### config.mk
export PLATFORM = sky130hd
export DESIGN_NAME = fpdid_flash_flat
export DESIGN_NICKNAME = d
export VERILOG_FILES = /design/src/fpdid_pkg.sv /design/src/fpdid_link_if.sv /design/src/fpdid_flash.sv /design/src/flat_wrapper.sv
export VERILOG_INCLUDE_DIRS = /design/src
export SDC_FILE = /design/constraint.sdc
export NUM_CORES = 1
export LEC_CHECK = 0
export BUFFER_PORTS_ARGS = -buffer_cell sky130_fd_sc_hd__buf_4
export CAP_MARGIN = 25
export CELL_PAD_IN_SITES_DETAIL_PLACEMENT = 1
export CELL_PAD_IN_SITES_GLOBAL_PLACEMENT = 1
export CORE_ASPECT_RATIO = 1.2
export CORE_MARGIN = 2
export CORE_UTILIZATION = 45
export DETAILED_ROUTE_END_ITERATION = 12
export PLACE_DENSITY_LB_ADDON = 0.08
export SLEW_MARGIN = 10
export SYNTH_ARGS = -nofsm -noshare
export SYNTH_HDL_FRONTEND = slang
export SYNTH_SLANG_ARGS = --single-unit
### constraint.sdc
create_clock -name clock -period 2.48 [get_ports clock]
set_input_delay 0.248 -clock clock [delete_from_list [all_inputs] [get_ports clock]]
set_output_delay 0.248 -clock clock [all_outputs]
set_load 0.01 [all_outputs]
### src/fpdid_defs.svh
// Constants for the sleep and identity command ends of the serial flash link.
// Assumes a 20 MHz system clock on both ends.
`ifndef FPDID_DEFS_SVH
`define FPDID_DEFS_SVH
`define FPDID_CLK_NS          50
`define FPDID_OP_SLEEP        8'hb9
`define FPDID_OP_WAKE_SIG     8'hab
`define FPDID_OP_JEDEC_ID     8'h9f
`define FPDID_OP_MAKER_PART   8'h90
`define FPDID_MAKER_CODE      8'ha5
`define FPDID_MEM_TYPE        8'h5a
`define FPDID_CAPACITY        8'h3c
`define FPDID_PART_CODE       8'hc3
`define FPDID_SLEEP_NS        3000
`define FPDID_WAKE_SHORT_NS   1800
`define FPDID_WAKE_LONG_NS    3000
`define FPDID_SLEEP_CYC       ((`FPDID_SLEEP_NS + `FPDID_CLK_NS - 1) / `FPDID_CLK_NS)
`define FPDID_WAKE_SHORT_CYC  ((`FPDID_WAKE_SHORT_NS + `FPDID_CLK_NS - 1) / `FPDID_CLK_NS)
`define FPDID_WAKE_LONG_CYC   ((`FPDID_WAKE_LONG_NS + `FPDID_CLK_NS - 1) / `FPDID_CLK_NS)
`define FPDID_SCK_HALF        8
`endif

### src/fpdid_pkg.sv
// Types shared by both ends of the sleep and identity command link.
// Assumes nothing beyond the constants header.
package fpdid_pkg;
    typedef enum logic [1:0] {
        FPDID_CMD_SLEEP,
        FPDID_CMD_WAKE_SIG,
        FPDID_CMD_JEDEC_ID,
        FPDID_CMD_MAKER_PART
    } fpdid_cmd_t;
    typedef enum logic [1:0] {
        FPDID_PWR_AWAKE,
        FPDID_PWR_ENTERING,
        FPDID_PWR_ASLEEP,
        FPDID_PWR_WAKING
    } fpdid_pwr_t;
endpackage

### src/fpdid_link_if.sv
// Serial link between the host controller and the flash command end.
// Assumes the flash end holds the data-out line high while its enable is off.
`timescale 1ns/10ps
`default_nettype none
interface fpdid_link_if;
    logic cs_n;
    logic sck;
    logic serial_input_line;
    logic dout;
    logic dout_oe_n;
    modport host (output cs_n, output sck, output serial_input_line,
                  input dout, input dout_oe_n);
    modport flash (input cs_n, input sck, input serial_input_line,
                   output dout, output dout_oe_n);
endinterface
`default_nettype wire

### src/fpdid_flash.sv
// Flash end: decodes sleep, wake/signature and identity reads on the link.
// Assumes the host keeps SPI mode 0 timing; pins are synchronised here.
//
// How it works
// - Only the sleep instruction enters deep sleep.
// - Deselect returns standby unless a cycle runs or the device is not awake.
// - Asleep, only wake instruction is accepted.
// - Reset always leaves the device awake.
// - Sleep executes only if deselected after bit 8.
// - Sleep counts after the entry delay.
// - Sleep during busy cycle is rejected.
// - Identity read sends maker, type, capacity.
// - Identity read ignored while erase/program runs.
// - Output bits change on falling clock edge.
// - Deselect ends output; returns standby only when awake and not busy.
// - Opcode, two dummies, address; sample rising.
// - Maker/part read ignored during erase/program.
// - Wake instruction: three dummies, then signature.
// - Signature returned when awake; ignored when busy.
// - Signature repeats while clocking continues.
// - After full signature, long wake delay.
// - Early deselect uses the short wake delay.
// - Sleep opcode is b9h.
// - Wake opcode is abh.
`timescale 1ns/10ps
`default_nettype none
`include "fpdid_defs.svh"
module fpdid_flash
    import fpdid_pkg::*;
#(
    parameter int SLEEP_CYC = `FPDID_SLEEP_CYC,
    parameter int WAKE_SHORT_CYC = `FPDID_WAKE_SHORT_CYC,
    parameter int WAKE_LONG_CYC = `FPDID_WAKE_LONG_CYC,
    parameter logic [7:0] MAKER = `FPDID_MAKER_CODE,
    parameter logic [7:0] MEM_TYPE = `FPDID_MEM_TYPE,
    parameter logic [7:0] CAPACITY = `FPDID_CAPACITY,
    parameter logic [7:0] PART = `FPDID_PART_CODE
) (
    input  wire logic  clock,
    input  wire logic  nrst,
    fpdid_link_if.flash link,
    input  wire logic  busy_erase_prog,
    input  wire logic  busy_status_wr,
    output var  logic  asleep,
    output var  logic  standby
);
    // Maker, type, capacity and part values above are arbitrary identity codes.
    logic [1:0] cs_s_q, sck_s_q, din_s_q;
    logic cs_q, sck_q;
    logic [5:0] bits_q;
    logic [7:0] op_q;
    logic [7:0] in_q;
    logic [7:0] addr_q;
    logic [23:0] sh_q;
    logic [4:0] out_cnt_q;
    logic sig_done_q;
    logic out_en_q;
    logic [15:0] tmr_q;
    fpdid_pwr_t pwr_q;
    logic cs_rise, cs_fall, sck_rise, sck_fall, any_busy, sel;
    logic [7:0] in_d;

    always_ff @(posedge clock or negedge nrst) begin
        if (!nrst) begin
            cs_s_q  <= 2'h3;
            sck_s_q <= 2'h0;
            din_s_q <= 2'h0;
            cs_q    <= 1'b1;
            sck_q   <= 1'b0;
        end else begin
            cs_s_q  <= {cs_s_q[0], link.cs_n};
            sck_s_q <= {sck_s_q[0], link.sck};
            din_s_q <= {din_s_q[0], link.serial_input_line};
            cs_q    <= cs_s_q[1];
            sck_q   <= sck_s_q[1];
        end
    end

    assign sel      = !cs_s_q[1];
    assign cs_rise  = cs_s_q[1] && !cs_q;
    assign cs_fall  = !cs_s_q[1] && cs_q;
    assign sck_rise = sel && sck_s_q[1] && !sck_q;
    assign sck_fall = sel && !sck_s_q[1] && sck_q;
    assign any_busy = busy_erase_prog || busy_status_wr;
    assign in_d     = {in_q[6:0], din_s_q[1]};

    always_ff @(posedge clock or negedge nrst) begin
        if (!nrst) begin
            bits_q <= 6'h0;
            in_q   <= 8'h0;
            op_q   <= 8'h0;
            addr_q <= 8'h0;
        end else if (cs_fall) begin
            bits_q <= 6'h0;
        end else if (sck_rise) begin
            in_q <= in_d;
            if (bits_q != 6'h3f) begin
                bits_q <= bits_q + 6'h1;
            end
            if (bits_q == 6'h7) begin
                op_q <= in_d;
            end
            if (bits_q == 6'h1f) begin
                addr_q <= in_d;
            end
        end
    end

    function automatic logic accept(input logic [7:0] op, input logic slp,
                                    input logic busy, input logic ep);
        if (slp) begin
            accept = (op == `FPDID_OP_WAKE_SIG) && !busy;
        end else if (op == `FPDID_OP_JEDEC_ID
                     || op == `FPDID_OP_MAKER_PART) begin
            accept = !ep;
        end else begin
            accept = !busy;
        end
    endfunction

    always_ff @(posedge clock or negedge nrst) begin
        if (!nrst) begin
            sh_q       <= 24'h0;
            out_cnt_q  <= 5'h0;
            out_en_q   <= 1'b0;
            sig_done_q <= 1'b0;
        end else if (!sel) begin
            out_en_q   <= 1'b0;
            out_cnt_q  <= 5'h0;
            sig_done_q <= 1'b0;
        end else if (sck_fall && accept(op_q, pwr_q != FPDID_PWR_AWAKE,
                                         any_busy, busy_erase_prog)) begin
            if (bits_q == 6'h8 && op_q == `FPDID_OP_JEDEC_ID) begin
                sh_q      <= {MAKER, MEM_TYPE, CAPACITY};
                out_en_q  <= 1'b1;
                out_cnt_q <= 5'h17;
            end else if (bits_q == 6'h20
                         && op_q == `FPDID_OP_MAKER_PART) begin
                sh_q <= addr_q[0] ? {PART, MAKER, 8'h0}
                                  : {MAKER, PART, 8'h0};
                out_en_q  <= 1'b1;
                out_cnt_q <= 5'hf;
            end else if (bits_q == 6'h20
                         && op_q == `FPDID_OP_WAKE_SIG) begin
                sh_q      <= {PART, 16'h0};
                out_en_q  <= 1'b1;
                out_cnt_q <= 5'h7;
            end else if (out_en_q) begin
                if (out_cnt_q != 5'h0) begin
                    sh_q      <= {sh_q[22:0], 1'b0};
                    out_cnt_q <= out_cnt_q - 5'h1;
                end else if (op_q == `FPDID_OP_WAKE_SIG) begin
                    sh_q       <= {PART, 16'h0};
                    out_cnt_q  <= 5'h7;
                    sig_done_q <= 1'b1;
                end else begin
                    out_en_q <= 1'b0;
                end
            end
        end
    end

    always_ff @(posedge clock or negedge nrst) begin
        if (!nrst) begin
            link.dout      <= 1'b1;
            link.dout_oe_n <= 1'b1;
        end else begin
            // A released data line idles high, as with a pull-up.
            link.dout      <= out_en_q ? sh_q[23] : 1'b1;
            link.dout_oe_n <= !out_en_q;
        end
    end

    always_ff @(posedge clock or negedge nrst) begin
        if (!nrst) begin
            pwr_q <= FPDID_PWR_AWAKE;
            tmr_q <= 16'h0;
        end else begin
            case (pwr_q)
                FPDID_PWR_AWAKE: begin
                    if (cs_rise && bits_q == 6'h8 && !any_busy
                        && op_q == `FPDID_OP_SLEEP) begin
                        pwr_q <= FPDID_PWR_ENTERING;
                        tmr_q <= 16'(SLEEP_CYC);
                    end
                end
                FPDID_PWR_ENTERING: begin
                    if (tmr_q <= 16'h1) begin
                        pwr_q <= FPDID_PWR_ASLEEP;
                    end else begin
                        tmr_q <= tmr_q - 16'h1;
                    end
                end
                FPDID_PWR_ASLEEP: begin
                    if (cs_rise && bits_q >= 6'h8
                        && op_q == `FPDID_OP_WAKE_SIG) begin
                        pwr_q <= FPDID_PWR_WAKING;
                        tmr_q <= (sig_done_q || bits_q >= 6'h28)
                                 ? 16'(WAKE_LONG_CYC)
                                 : 16'(WAKE_SHORT_CYC);
                    end
                end
                default: begin
                    if (tmr_q <= 16'h1) begin
                        pwr_q <= FPDID_PWR_AWAKE;
                    end else begin
                        tmr_q <= tmr_q - 16'h1;
                    end
                end
            endcase
        end
    end

    always_ff @(posedge clock or negedge nrst) begin
        if (!nrst) begin
            asleep  <= 1'b0;
            standby <= 1'b1;
        end else begin
            asleep  <= pwr_q == FPDID_PWR_ASLEEP;
            standby <= !sel && !any_busy && pwr_q == FPDID_PWR_AWAKE;
        end
    end
endmodule
`default_nettype wire

### src/flat_wrapper.sv
// flat-port wrapper written by rule: the top's interface ports become plain ports
module fpdid_flash_flat import fpdid_pkg::*;
#(
    parameter int SLEEP_CYC = `FPDID_SLEEP_CYC,
    parameter int WAKE_SHORT_CYC = `FPDID_WAKE_SHORT_CYC,
    parameter int WAKE_LONG_CYC = `FPDID_WAKE_LONG_CYC,
    parameter logic [7:0] MAKER = `FPDID_MAKER_CODE,
    parameter logic [7:0] MEM_TYPE = `FPDID_MEM_TYPE,
    parameter logic [7:0] CAPACITY = `FPDID_CAPACITY,
    parameter logic [7:0] PART = `FPDID_PART_CODE
)
  (clock, nrst, busy_erase_prog, busy_status_wr, asleep, standby, link_cs_n, link_sck, link_serial_input_line, link_dout, link_dout_oe_n);
  fpdid_link_if link_i ();
  input  wire logic clock;
  input  wire logic nrst;
  input  wire logic busy_erase_prog;
  input  wire logic busy_status_wr;
  output var  logic asleep;
  output var  logic standby;
  input wire logic [$bits(link_i.cs_n)-1:0] link_cs_n;
  input wire logic [$bits(link_i.sck)-1:0] link_sck;
  input wire logic [$bits(link_i.serial_input_line)-1:0] link_serial_input_line;
  output wire logic [$bits(link_i.dout)-1:0] link_dout;
  output wire logic [$bits(link_i.dout_oe_n)-1:0] link_dout_oe_n;
  assign link_i.cs_n = link_cs_n;
  assign link_i.sck = link_sck;
  assign link_i.serial_input_line = link_serial_input_line;
  assign link_dout = link_i.dout;
  assign link_dout_oe_n = link_i.dout_oe_n;
  fpdid_flash #(.SLEEP_CYC(SLEEP_CYC), .WAKE_SHORT_CYC(WAKE_SHORT_CYC), .WAKE_LONG_CYC(WAKE_LONG_CYC), .MAKER(MAKER), .MEM_TYPE(MEM_TYPE), .CAPACITY(CAPACITY), .PART(PART)) u_core (.clock(clock), .nrst(nrst), .link(link_i), .busy_erase_prog(busy_erase_prog), .busy_status_wr(busy_status_wr), .asleep(asleep), .standby(standby));
endmodule
==> results.md, run 1 <==
* DR pass1 iterations at 4
* CTS tree: built
* Final hold vios at 0
* Placer congestion estimate at 0.832
* Setup WS post-layout at 108 ps
* Post-synth EDFFs at 0
* # clock sinks at 81
* Worst slew pin tran at 662 ps
* Root Driver: clkbuf_8
* Post-route clock period utilization at 0.956
* Iter 0 DRT Violations at 110
* Startpoint class of the critical path: register
* Crit path from: u_core.op_q[3]$_DFFE_PN0P_
* R2r setup slk at 110 ps
* Most common cell after layout, fill and taps aside: dfrtp_1
* WL/cell at 16.3 um
* Drc violations at 0
* Clock Tree Buf Depth at 2
* Via count at 2940
* Post-synthesis instance area at a little under 4000 um2
* Synthesis Warnings at 0
* Synthesized net count at 384
* Clock buffer count from CTS at 9
* Share of cells above drive strength 1 at 0.238
* Placed cell count at 514
* Post-Synthesis Cells at 369
* GRT Residual Overflow at 0
* Worst setup endpoint: u_core.sh_q[10]$_DFFE_PN0P_
* H-tree depth at 3
* Post-synthesis sequential area ratio at 0.527
* Unique cell type count in the Yosys netlist at between 60 and 70
* Setup Crit Path Kind: reg -> reg
* Cells on worst reg2reg path at 6
* LEAKAGE at 2.06 nW
* Final Critical Period at 2370 ps
* Core Region at approximately 8500 um2
* Routed vias/inst at around 5.5
* Reg-to-Reg End: u_core.sh_q[10]$_DFFE_PN0P_
* Hold WC Path Type: in -> reg
* Arrival time at the worst endpoint at 2640 ps
* Crit end category: register
* Critical Path RT at 2750 ps
* FMAX at 0.422 GHz
* Die extent in x at 88.6 um
* Post-synth ARST share at 1.00
* Max-Slew Margin vs Limit at 0.557
* Initial antenna violation count at 0
* Vias in the first global route at around 3100
* Largest net degree at the start of global routing at 82
* Nets at 431
* Syn_area_per_cell at 10.5 um2
* Die height at roughly 110 um
* Routed Wire Length at 8.75 mm
* Crit-path max FO at 14
* Max Clock Skew at 4.32 ps
* Prevailing post-synth register cell: dfrtp_1
* Max Transition Viols Final at 0
* Clk_lat worst skew at 360 ps
* Worst R2R Start: u_core.op_q[3]$_DFFE_PN0P_
* Setup TNS at 0 ps
* Antenna viol nets, final at 0
* Final core occ at 0.544
* # setup viols final at 0
* # rows at 37
* PD cells at 557 nW/um2
* Initial Util at 0.456
* Worst vdd ir at roughly 0.34 mV
* Outcome: finished, final reports clean
* Non-Filler Instances at 538
* Die ar. at approximately 9300 um2
* Ant. Diodes at 0
* CTS clk-pin slew, worst paths at approximately 80 ps
* Total GRT Usage at 0.207
* FILL cells at 943
* Max-cap viol count at 0
* Global-route wire length before repair at 14.9 mm
* Final Total Pwr at 0.00257 W
* Port bufs at 10
* Dpl ws at ~23 ps
* Io pins at 11
* Seq cells post-synth at 81
* DP HPWL at 6.22 mm
* Commonest non-fill, non-tap cells in the layout: 75 x dfrtp_1, 44 x nand2_1, 39 x buf_4
* Area growth syn-to-layout at 19.3%
-- how the worst min path moves through the flow --
stage,from,to,slack (ps),depth (start not counted)
after floorplan,nrst,u_core.addr_q[0]$_DFFE_PN0P_,-50,0
after global placement,u_core.sck_s_q[0]$_DFF_PN0_,u_core.sck_s_q[1]$_DFF_PN0_,330,0
after detailed placement,u_core.sck_s_q[0]$_DFF_PN0_,u_core.sck_s_q[1]$_DFF_PN0_,340,0
after CTS,busy_erase_prog,u_core.standby$_DFF_PN1_,40,2
after global routing,busy_erase_prog,u_core.standby$_DFF_PN1_,40,2
final,busy_erase_prog,u_core.standby$_DFF_PN1_,50,2
-- metal layers --
| metal | track usage | wire [um] |
|---|---|---|
| met2 | 0.348 | 4610 |
| met5 | 0 | 0 |
| met1 | 0.261 | 3840 |
| met4 | 0.0877 | 163 |
| met3 | 0.0345 | 134 |
-- worst max-delay path: stages, from the launching register on --
cell and delay [ps]:
dfrtp_1 430, or4_1 530, a21o_1 230, a2111oi_4 430, o32ai_4 200, buf_6 190
o31ai_1 250
-- synth_stat cells (2+ instances only) --
master	n	area [um2]
nand3b_1	2	15.0
o21a_1	3	22.5
ha_1	8	100
or3_1	4	25.0
nand2b_1	2	12.5
inv_1	15	56.3
xnor2_1	3	26.3
o32ai_1	2	17.5
nand2_1	44	165
nor3_1	10	50.1
nor4_1	6	37.5
or4_1	7	52.6
mux2i_1	2	20.0
nor2b_1	3	18.8
or2_0	2	12.5
xor2_1	8	70.1
a21oi_1	30	150
nor2_1	24	90.1
a21o_1	3	22.5
nand4_1	2	12.5
o31a_1	2	17.5
and2_1	4	25.0
o21ai_0	7	35.0
buf_2	5	25.0
or2_2	2	12.5
clkbuf_1	4	15.0
a31oi_1	5	31.3
o21ai_1	10	50.1
dfrtp_1	75	1880
nand3_1	14	70.1
mux2_2	16	180
o31ai_1	10	75.1
dfstp_2	6	158
-- through the flow --
stage,hold WS (ps),instance area (um2)
floorplan,-47.6,3860
detailed placement,342,4290
CTS,36.8,4530
global route,42.3,4610
global placement,333,4290
finish,52.2,4610
-- power breakdown --
part	switching [W]	total, W	internal (W)
clock network	0.000470	0.00102	0.000548
logic	0.0000866	0.000149	0.0000624
registers	0.0000352	0.00140	0.00137
-- what timing repair did --
item	4_1_cts	5_1_grt
endpoints found under the hold margin	3	35
endpoints found under the setup margin	3	30
buffers inserted	0	3
pin swaps	1	3
hold buffers	3	1
resized for setup	1	7
-- layout make-up --
cell class                 count  area, um2  share of cell area
clock buffer                  14        173              0.0374
inverter                      15       56.3              0.0122
multi-input combinational    262       1760               0.382
sequential                    81       2030               0.441
tap                          117        146              0.0318
timing repair buffer          47        404              0.0877
clock inverter                 2       35.0             0.00760
-- state kept, by name, indices dropped and copies added (netlist names) --
name	count
u_core.out_cnt_q	5
u_core.bits_q	6
u_core.din_s_q	2
u_core.in_q	7
u_core.sck_q	1
u_core.link.dout_oe_n	1
u_core.cs_q	1
u_core.sck_s_q	2
u_core.cs_s_q	2
u_core.link.dout	1
u_core.asleep	1
u_core.op_q	8
u_core.pwr_q	2
u_core.standby	1
u_core.sh_q	22
u_core.addr_q	1
u_core.tmr_q	16
u_core.out_en_q	1
u_core.sig_done_q	1
-- cell families (layout without fill, tap and decap cells) --
kind of cell             count (synthesis)  count (layout)  share of synthesized area
adder cells (fa/ha/maj)                  8               8                     0.0259
AO/OA/AOI/OAI                           85              85                      0.149
AND/OR/NAND/NOR                        140             140                      0.193
XOR/XNOR                                11              11                     0.0249
flip-flops                              81              81                      0.527
multiplexers                            18              18                     0.0518
buffers and inverters                   26              78                     0.0288
Power figures use the tool's default switching activity.
==> inputs of run 2 (changes only) <==
--- a/config.mk
+++ b/config.mk
@@ -17,3 +17,3 @@
 export PLACE_DENSITY_LB_ADDON = 0.08
-export SLEW_MARGIN = 10
+export SLEW_MARGIN = 20
 export SYNTH_ARGS = -nofsm -noshare
--- a/constraint.sdc
+++ b/constraint.sdc
@@ -3,2 +3,2 @@
 set_output_delay 0.248 -clock clock [all_outputs]
-set_load 0.01 [all_outputs]
+set_load 0.05 [all_outputs]
==> results.md, run 2 (synthesis gave the netlist of run 1 again) <==
* Routed Wire Length at 8.73 mm (-0.25%)
* Switching portion of total power at 0.230 (-0.000322)
* Critical Path RT at 2750 ps (about the same)
* Clock buffer count from CTS at 9 (unchanged)
* Die ar. at 9350 um2 (unchanged)
* Crit end category: register
* Setup Crit Path Kind: reg -> reg
* Via count at 2941 (+0.034%)
* Dpl ws at 23.1 ps (unchanged)
* Initial Util at 0.456 (unchanged)
* Share of cells above drive strength 1 at 0.236 (-0.00182)
* Routed vias/inst at 5.48 (+0.22%)
* Clk network pwr share at 0.396 (about the same)
* WL/cell at 16.3 um (about the same)
* Total GRT Usage at 0.207 (unchanged)
* Port bufs at 10 (unchanged)
* Max-Slew Margin vs Limit at 0.506 (-0.0512)
* # clock sinks at 81 (unchanged)
* Ant. Diodes at 0 (unchanged)
* Largest Register: u_core.sh_q
* Iter 0 DRT Violations at 120 (+9.1%)
* Combinational share of power at 0.057 (about the same)
* Final core occ at 0.542 (-0.00192)
* Largest net degree at the start of global routing at 82 (unchanged)
* CP top delay family: compound AO/OA/AOI/OAI gates
* Outcome: finished, final reports clean
* Setup WS post-layout at 105 ps (-3.38 ps)
* Final Critical Period at 2370 ps (+3.38 ps)
* Die extent in x at 88.6 um (unchanged)
* FMAX at 0.421 GHz (-0.14%)
* Antenna viol nets, final at 0 (unchanged)
* Worst slew pin tran at 741 ps (+79.2 ps)
* Worst path max stage delay at 530 ps (about the same)
* P_int at 0.00197 W (-0.13%)
* DR pass1 iterations at 4 (unchanged)
* Max-cap viol count at 0 (unchanged)
* Clk_lat worst skew at 360 ps (about the same)
* H-tree depth at 3 (unchanged)
* Global-route wire length before repair at 14.9 mm (unchanged)
* DP HPWL at 6.22 mm (unchanged)
* Max FFs per register at 22 (unchanged)
* Crit-path max FO at 14 (unchanged)
* Drc violations at 0 (unchanged)
* Most common cell after layout, fill and taps aside: dfrtp_1
* Max Transition Viols Final at 0 (unchanged)
* Placer congestion estimate at 0.832 (unchanged)
* Clock Tree Buf Depth at 2 (unchanged)
* Area growth syn-to-layout at 18.9%
* PD cells at 558 nW/um2 (+0.18%)
* Commonest non-fill, non-tap cells in the layout: 75 x dfrtp_1, 44 x nand2_1, 38 x buf_4
* Io pins at 11 (unchanged)
* # setup viols final at 0 (unchanged)
* Die height at 106 um (unchanged)
* LEAKAGE at 2.06 nW (-0.39%)
* Startpoint class of the critical path: register
* Core Region at 8470 um2 (unchanged)
* Initial antenna violation count at 0 (unchanged)
* Max Clock Skew at 4.27 ps (-0.0521 ps)
* # rows at 37 (unchanged)
* Worst vdd ir at 0.335 mV (about the same)
* Nets at 430 (-0.23%)
* GRT Residual Overflow at 0 (unchanged)
* CTS clk-pin slew, worst paths at 80 ps (about the same)
* Psw at 0.000590 W (-0.32%)
* Root Driver: clkbuf_8
* Arrival time at the worst endpoint at 2640 ps (about the same)
* Cell chain of the critical path: or4_1, a21o_1, a2111oi_4, o32ai_4, buf_6, o31ai_1
* Final hold vios at 0 (unchanged)
* Sequential Power Share at 0.547 (about the same)
* Post-route clock period utilization at 0.958 (+0.00136)
* Hold WC Path Type: in -> reg
* Biggest regs: u_core.sh_q: 22 flops, u_core.tmr_q: 16 flops, u_core.op_q: 8 flops
* CTS tree: built
* Vias in the first global route at 3117 (unchanged)
* Buf/Inv on CP at 1 (unchanged)
* CP max-delay cell: or4_1
==> run 2: cell count changes in the layout (fill, tap and decap cells not counted) <==
| cell | change |
|---|---|
| buf_12 | -1 |
| buf_4 | -1 |
| buf_6 | +1 |
==> run 2: worst paths after layout <==
path | from | to | slack [ps] | depth (start not counted)
worst max-delay path | u_core.op_q[3]$_DFFE_PN0P_ | u_core.sh_q[10]$_DFFE_PN0P_ | 110 | 6
worst min-delay path | busy_erase_prog | u_core.standby$_DFF_PN1_ | 50 | 2
worst max register to register | u_core.op_q[3]$_DFFE_PN0P_ | u_core.sh_q[10]$_DFFE_PN0P_ | 110 | 6
worst min register to register | u_core.cs_s_q[0]$_DFF_PN1_ | u_core.cs_s_q[1]$_DFF_PN1_ | 360 | 0
max in group asynchronous | nrst | u_core.standby$_DFF_PN1_ | 1340 | 3
min in group asynchronous | nrst | u_core.pwr_q[0]$_DFFE_PN0P_ | 470 | 2
==> run 2: layer usage <==
metal | wire length [um] | vias up | share of wire | global-route usage
met5 | 0 | - | 0 | 0
met4 | 163 | 0 | 0.019 | 0.0877
met3 | 150 | 11 | 0.017 | 0.0345
met2 | 4590 | 25 | 0.53 | 0.348
met1 | 3820 | 1489 | 0.44 | 0.261
li1 | - | 1416 | - | -
==> run 2: stage by stage <==
step / cell area [um2] / hold slack (ps) / cells / total power (W) / setup TNS, ps
detailed placement: 4290 / 342 / 514 / 0.00157 / 0
finish: 4590 / 52.9 / 537 / 0.00256 / 0
CTS: 4530 / 36.8 / 533 / 0.00260 / 0
global placement: 4290 / 333 / 514 / 0.00156 / 0
global route: 4590 / 42.3 / 537 / 0.00267 / -16.1
floorplan: 3860 / -47.6 / 369 / 0.00149 / 0
==> run 2: repair_timing <==
action	in CTS	in global routing
resized for setup	1	7
endpoints found under the setup margin	3	30
hold endpoints to repair	3	26
buffers inserted	0	3
cloned	0	0
hold buffers	3	1
pin swaps	1	3
==> run 2: cell type report <==
cell class | instances | area [um2]
Clock buffer | 14 | 173
Clock inverter | 2 | 35.0
Fill cell | 942 | 3880
Inverter | 15 | 56.3
Multi-Input combinational cell | 262 | 1760
Sequential cell | 81 | 2030
Tap cell | 117 | 146
Timing Repair Buffer | 46 | 388
==> run 2: power by group through the flow <==
stage,Clock (W),Sequential [W],Combinational (W)
detailed placement,0,0.00143,0.000143
finish,0.00102,0.00140,0.000146
global placement,0,0.00142,0.000139
floorplan,0,0.00141,0.0000783
CTS,0.00105,0.00140,0.000147
global route,0.00110,0.00141,0.000165
==> run 2: worst register-to-register path, delay by kind of cell (launching register included) <==
family,cells,cell delay [ps]
AOI/OAI and AO/OA,4,1130
and+or+nand+nor,1,530
DFF,1,430
buffers and inverters,1,190
==> inputs of run 3 (changes only) <==
Settings changed: MAX_ROUTING_LAYER from default to met4.
==> results.md, run 3 (synthesis gave the netlist of run 1 again) <==
* Nets at 430 (unchanged)
* LEAKAGE at 2.06 nW (unchanged)
* # rows at 37 (unchanged)
* Final Total Pwr at 0.00256 W (about the same)
* Setup WS post-layout at 103 ps (-2.17 ps)
* Placer congestion estimate at 0.845 (+1.5%)
* Io pins at 11 (unchanged)
* Worst R2R Start: u_core.op_q[3]$_DFFE_PN0P_
* Worst path max stage delay at 530 ps (about the same)
* Setup Crit Path Kind: reg -> reg
* WL/cell at 16.3 um (+0.15%)
* Dpl ws at 23.1 ps (unchanged)
* DP HPWL at 6.22 mm (unchanged)
* Final core occ at 0.542 (unchanged)
* Total GRT Usage at 0.213 (+0.00569)
* Cell chain of the critical path: or4_1, a21o_1, a2111oi_4, o32ai_4, buf_6, o31ai_1
* Commonest non-fill, non-tap cells in the layout: 75 x dfrtp_1, 44 x nand2_1, 38 x buf_4
* Core Region at 8470 um2 (unchanged)
* Hold WS at 52.5 ps (-0.437 ps)
* Drc violations at 0 (unchanged)
* Area growth syn-to-layout at 18.9% (unchanged)
* CTS tree: built
* Hold Path Depth at 2 (unchanged)
* Crit-path max FO at 14 (unchanged)
* Hold Path Origin: busy_erase_prog
* FMAX at 0.421 GHz (about the same)
* Root Driver: clkbuf_8
* # clock sinks at 81 (unchanged)
* Via count at 2938 (-0.10%)
* Die extent in x at 88.6 um (unchanged)
* Ant. Diodes at 0 (unchanged)
* DR pass1 iterations at 4 (unchanged)
* Final Critical Period at 2380 ps (+2.17 ps)
* Startpoint class of the critical path: register
* Outcome: finished, final reports clean
* Vias in the first global route at 3124 (+0.22%)
* Max-Slew Margin vs Limit at 0.508 (+0.00153)
* Max Clock Skew at 4.75 ps (+0.482 ps)
* Die height at 106 um (unchanged)
* Clk_lat worst skew at 360 ps (about the same)
* Post-route clock period utilization at 0.958 (about the same)
* Hold WC Path Type: in -> reg
* Routed Wire Length at 8.74 mm (+0.15%)
* Port bufs at 10 (unchanged)
* Global-route wire length before repair at 14.9 mm (about the same)
* Crit end category: register
* # setup viols final at 0 (unchanged)
* Largest net degree at the start of global routing at 82 (unchanged)
* Initial Util at 0.456 (unchanged)
* R2r setup slk at 100 ps (about the same)
* Clock Tree Buf Depth at 2 (unchanged)
* GRT Residual Overflow at 0 (unchanged)
* CTS clk-pin slew, worst paths at 80 ps (about the same)
* Most common cell after layout, fill and taps aside: dfrtp_1
* H-tree depth at 3 (unchanged)
* Placed cell count at 514 (unchanged)
* Worst vdd ir at 0.331 mV (-1.3%)
* Critical Path RT at 2740 ps (about the same)
* Max Transition Viols Final at 0 (unchanged)
* Max-cap viol count at 0 (unchanged)
* Worst slew pin tran at 739 ps (-2.30 ps)
* Routed vias/inst at 5.47 (-0.10%)
* Max FFs per register at 22 (unchanged)
* Final hold vios at 0 (unchanged)
* Share of cells above drive strength 1 at 0.236 (unchanged)
* Biggest regs: u_core.sh_q: 22 flops, u_core.tmr_q: 16 flops, u_core.op_q: 8 flops
* Largest Register: u_core.sh_q
* CP max-delay cell: or4_1
* PD cells at 558 nW/um2 (about the same)
* Die ar. at 9350 um2 (unchanged)
* Antenna viol nets, final at 0 (unchanged)
* Arrival time at the worst endpoint at 2640 ps (about the same)
* Non-Filler Instances at 537 (unchanged)
* Iter 0 DRT Violations at 109 (-9.2%)
* Clock buffer count from CTS at 9 (unchanged)
* Cells on worst reg2reg path at 6 (unchanged)
* WHS Endpoint: u_core.standby$_DFF_PN1_
* Reg-to-Reg End: u_core.sh_q[10]$_DFFE_PN0P_
* Initial antenna violation count at 0 (unchanged)
-- run 3: worst max path at each step --
stage / start / to / cells after the start
after floorplan: u_core.out_cnt_q[0]$_DFFE_PN0P_ / u_core.sh_q[10]$_DFFE_PN0P_ / 9
after global placement: u_core.out_cnt_q[0]$_DFFE_PN0P_ / u_core.sh_q[13]$_DFFE_PN0P_ / 8
after detailed placement: u_core.op_q[0]$_DFFE_PN0P_ / u_core.sh_q[10]$_DFFE_PN0P_ / 6
after CTS: u_core.out_cnt_q[0]$_DFFE_PN0P_ / u_core.out_cnt_q[0]$_DFFE_PN0P_ / 9
after global routing: u_core.tmr_q[6]$_DFFE_PN0P_ / u_core.tmr_q[15]$_DFFE_PN0P_ / 7
final: u_core.op_q[3]$_DFFE_PN0P_ / u_core.sh_q[10]$_DFFE_PN0P_ / 6
-- run 3: per-stage QoR --
step / TNS [ps] / instance area, um2
after floorplan: 0 / 3860
after global placement: 0 / 4290
after detailed placement: 0 / 4290
after CTS: 0 / 4530
after global routing: -12.3 / 4590
final: 0 / 4590
-- run 3: power by group --
group          leakage (nW)  switching [W]  internal, W
logic                 0.874      0.0000856    0.0000597
clock network         0.107       0.000469     0.000548
registers              1.08      0.0000355      0.00137
-- run 3: area by class of cell --
cell class / instances / area, um2
clock inverters: 2 / 35.0
well taps: 117 / 146
fillers: 942 / 3880
multi-input cells: 262 / 1760
repair buffers: 46 / 388
inverters: 15 / 56.3
flip-flops and latches: 81 / 2030
clock buffers: 14 / 173
-- run 3: per-layer routing --
metal | part of all wire | global-route usage | vias to the layer above | wire length, um
li1 | - | - | 1419 | -
met1 | 0.44 | 0.258 | 1489 | 3830
met2 | 0.53 | 0.351 | 19 | 4620
met3 | 0.015 | 0.0345 | 11 | 129
met4 | 0.019 | 0.0877 | 0 | 163
met5 | 0 | - | - | 0
-- run 3: timing repair --
action                                  in CTS  in global routing
setup buffers                                0                  3
hold endpoints to repair                     3                 21
gates resized for setup                      1                  7
endpoints found under the setup margin       3                 30
hold buffers                                 3                  1
pin swaps                                    1                  3
-- run 3: critical path, delay by kind of cell (launching register included) --
| kind | cells | cell delay [ps] |
|---|---|---|
| and+or+nand+nor | 1 | 530 |
| AOI/OAI and AO/OA | 4 | 1110 |
| buffers and inverters | 1 | 190 |
| DFF | 1 | 430 |
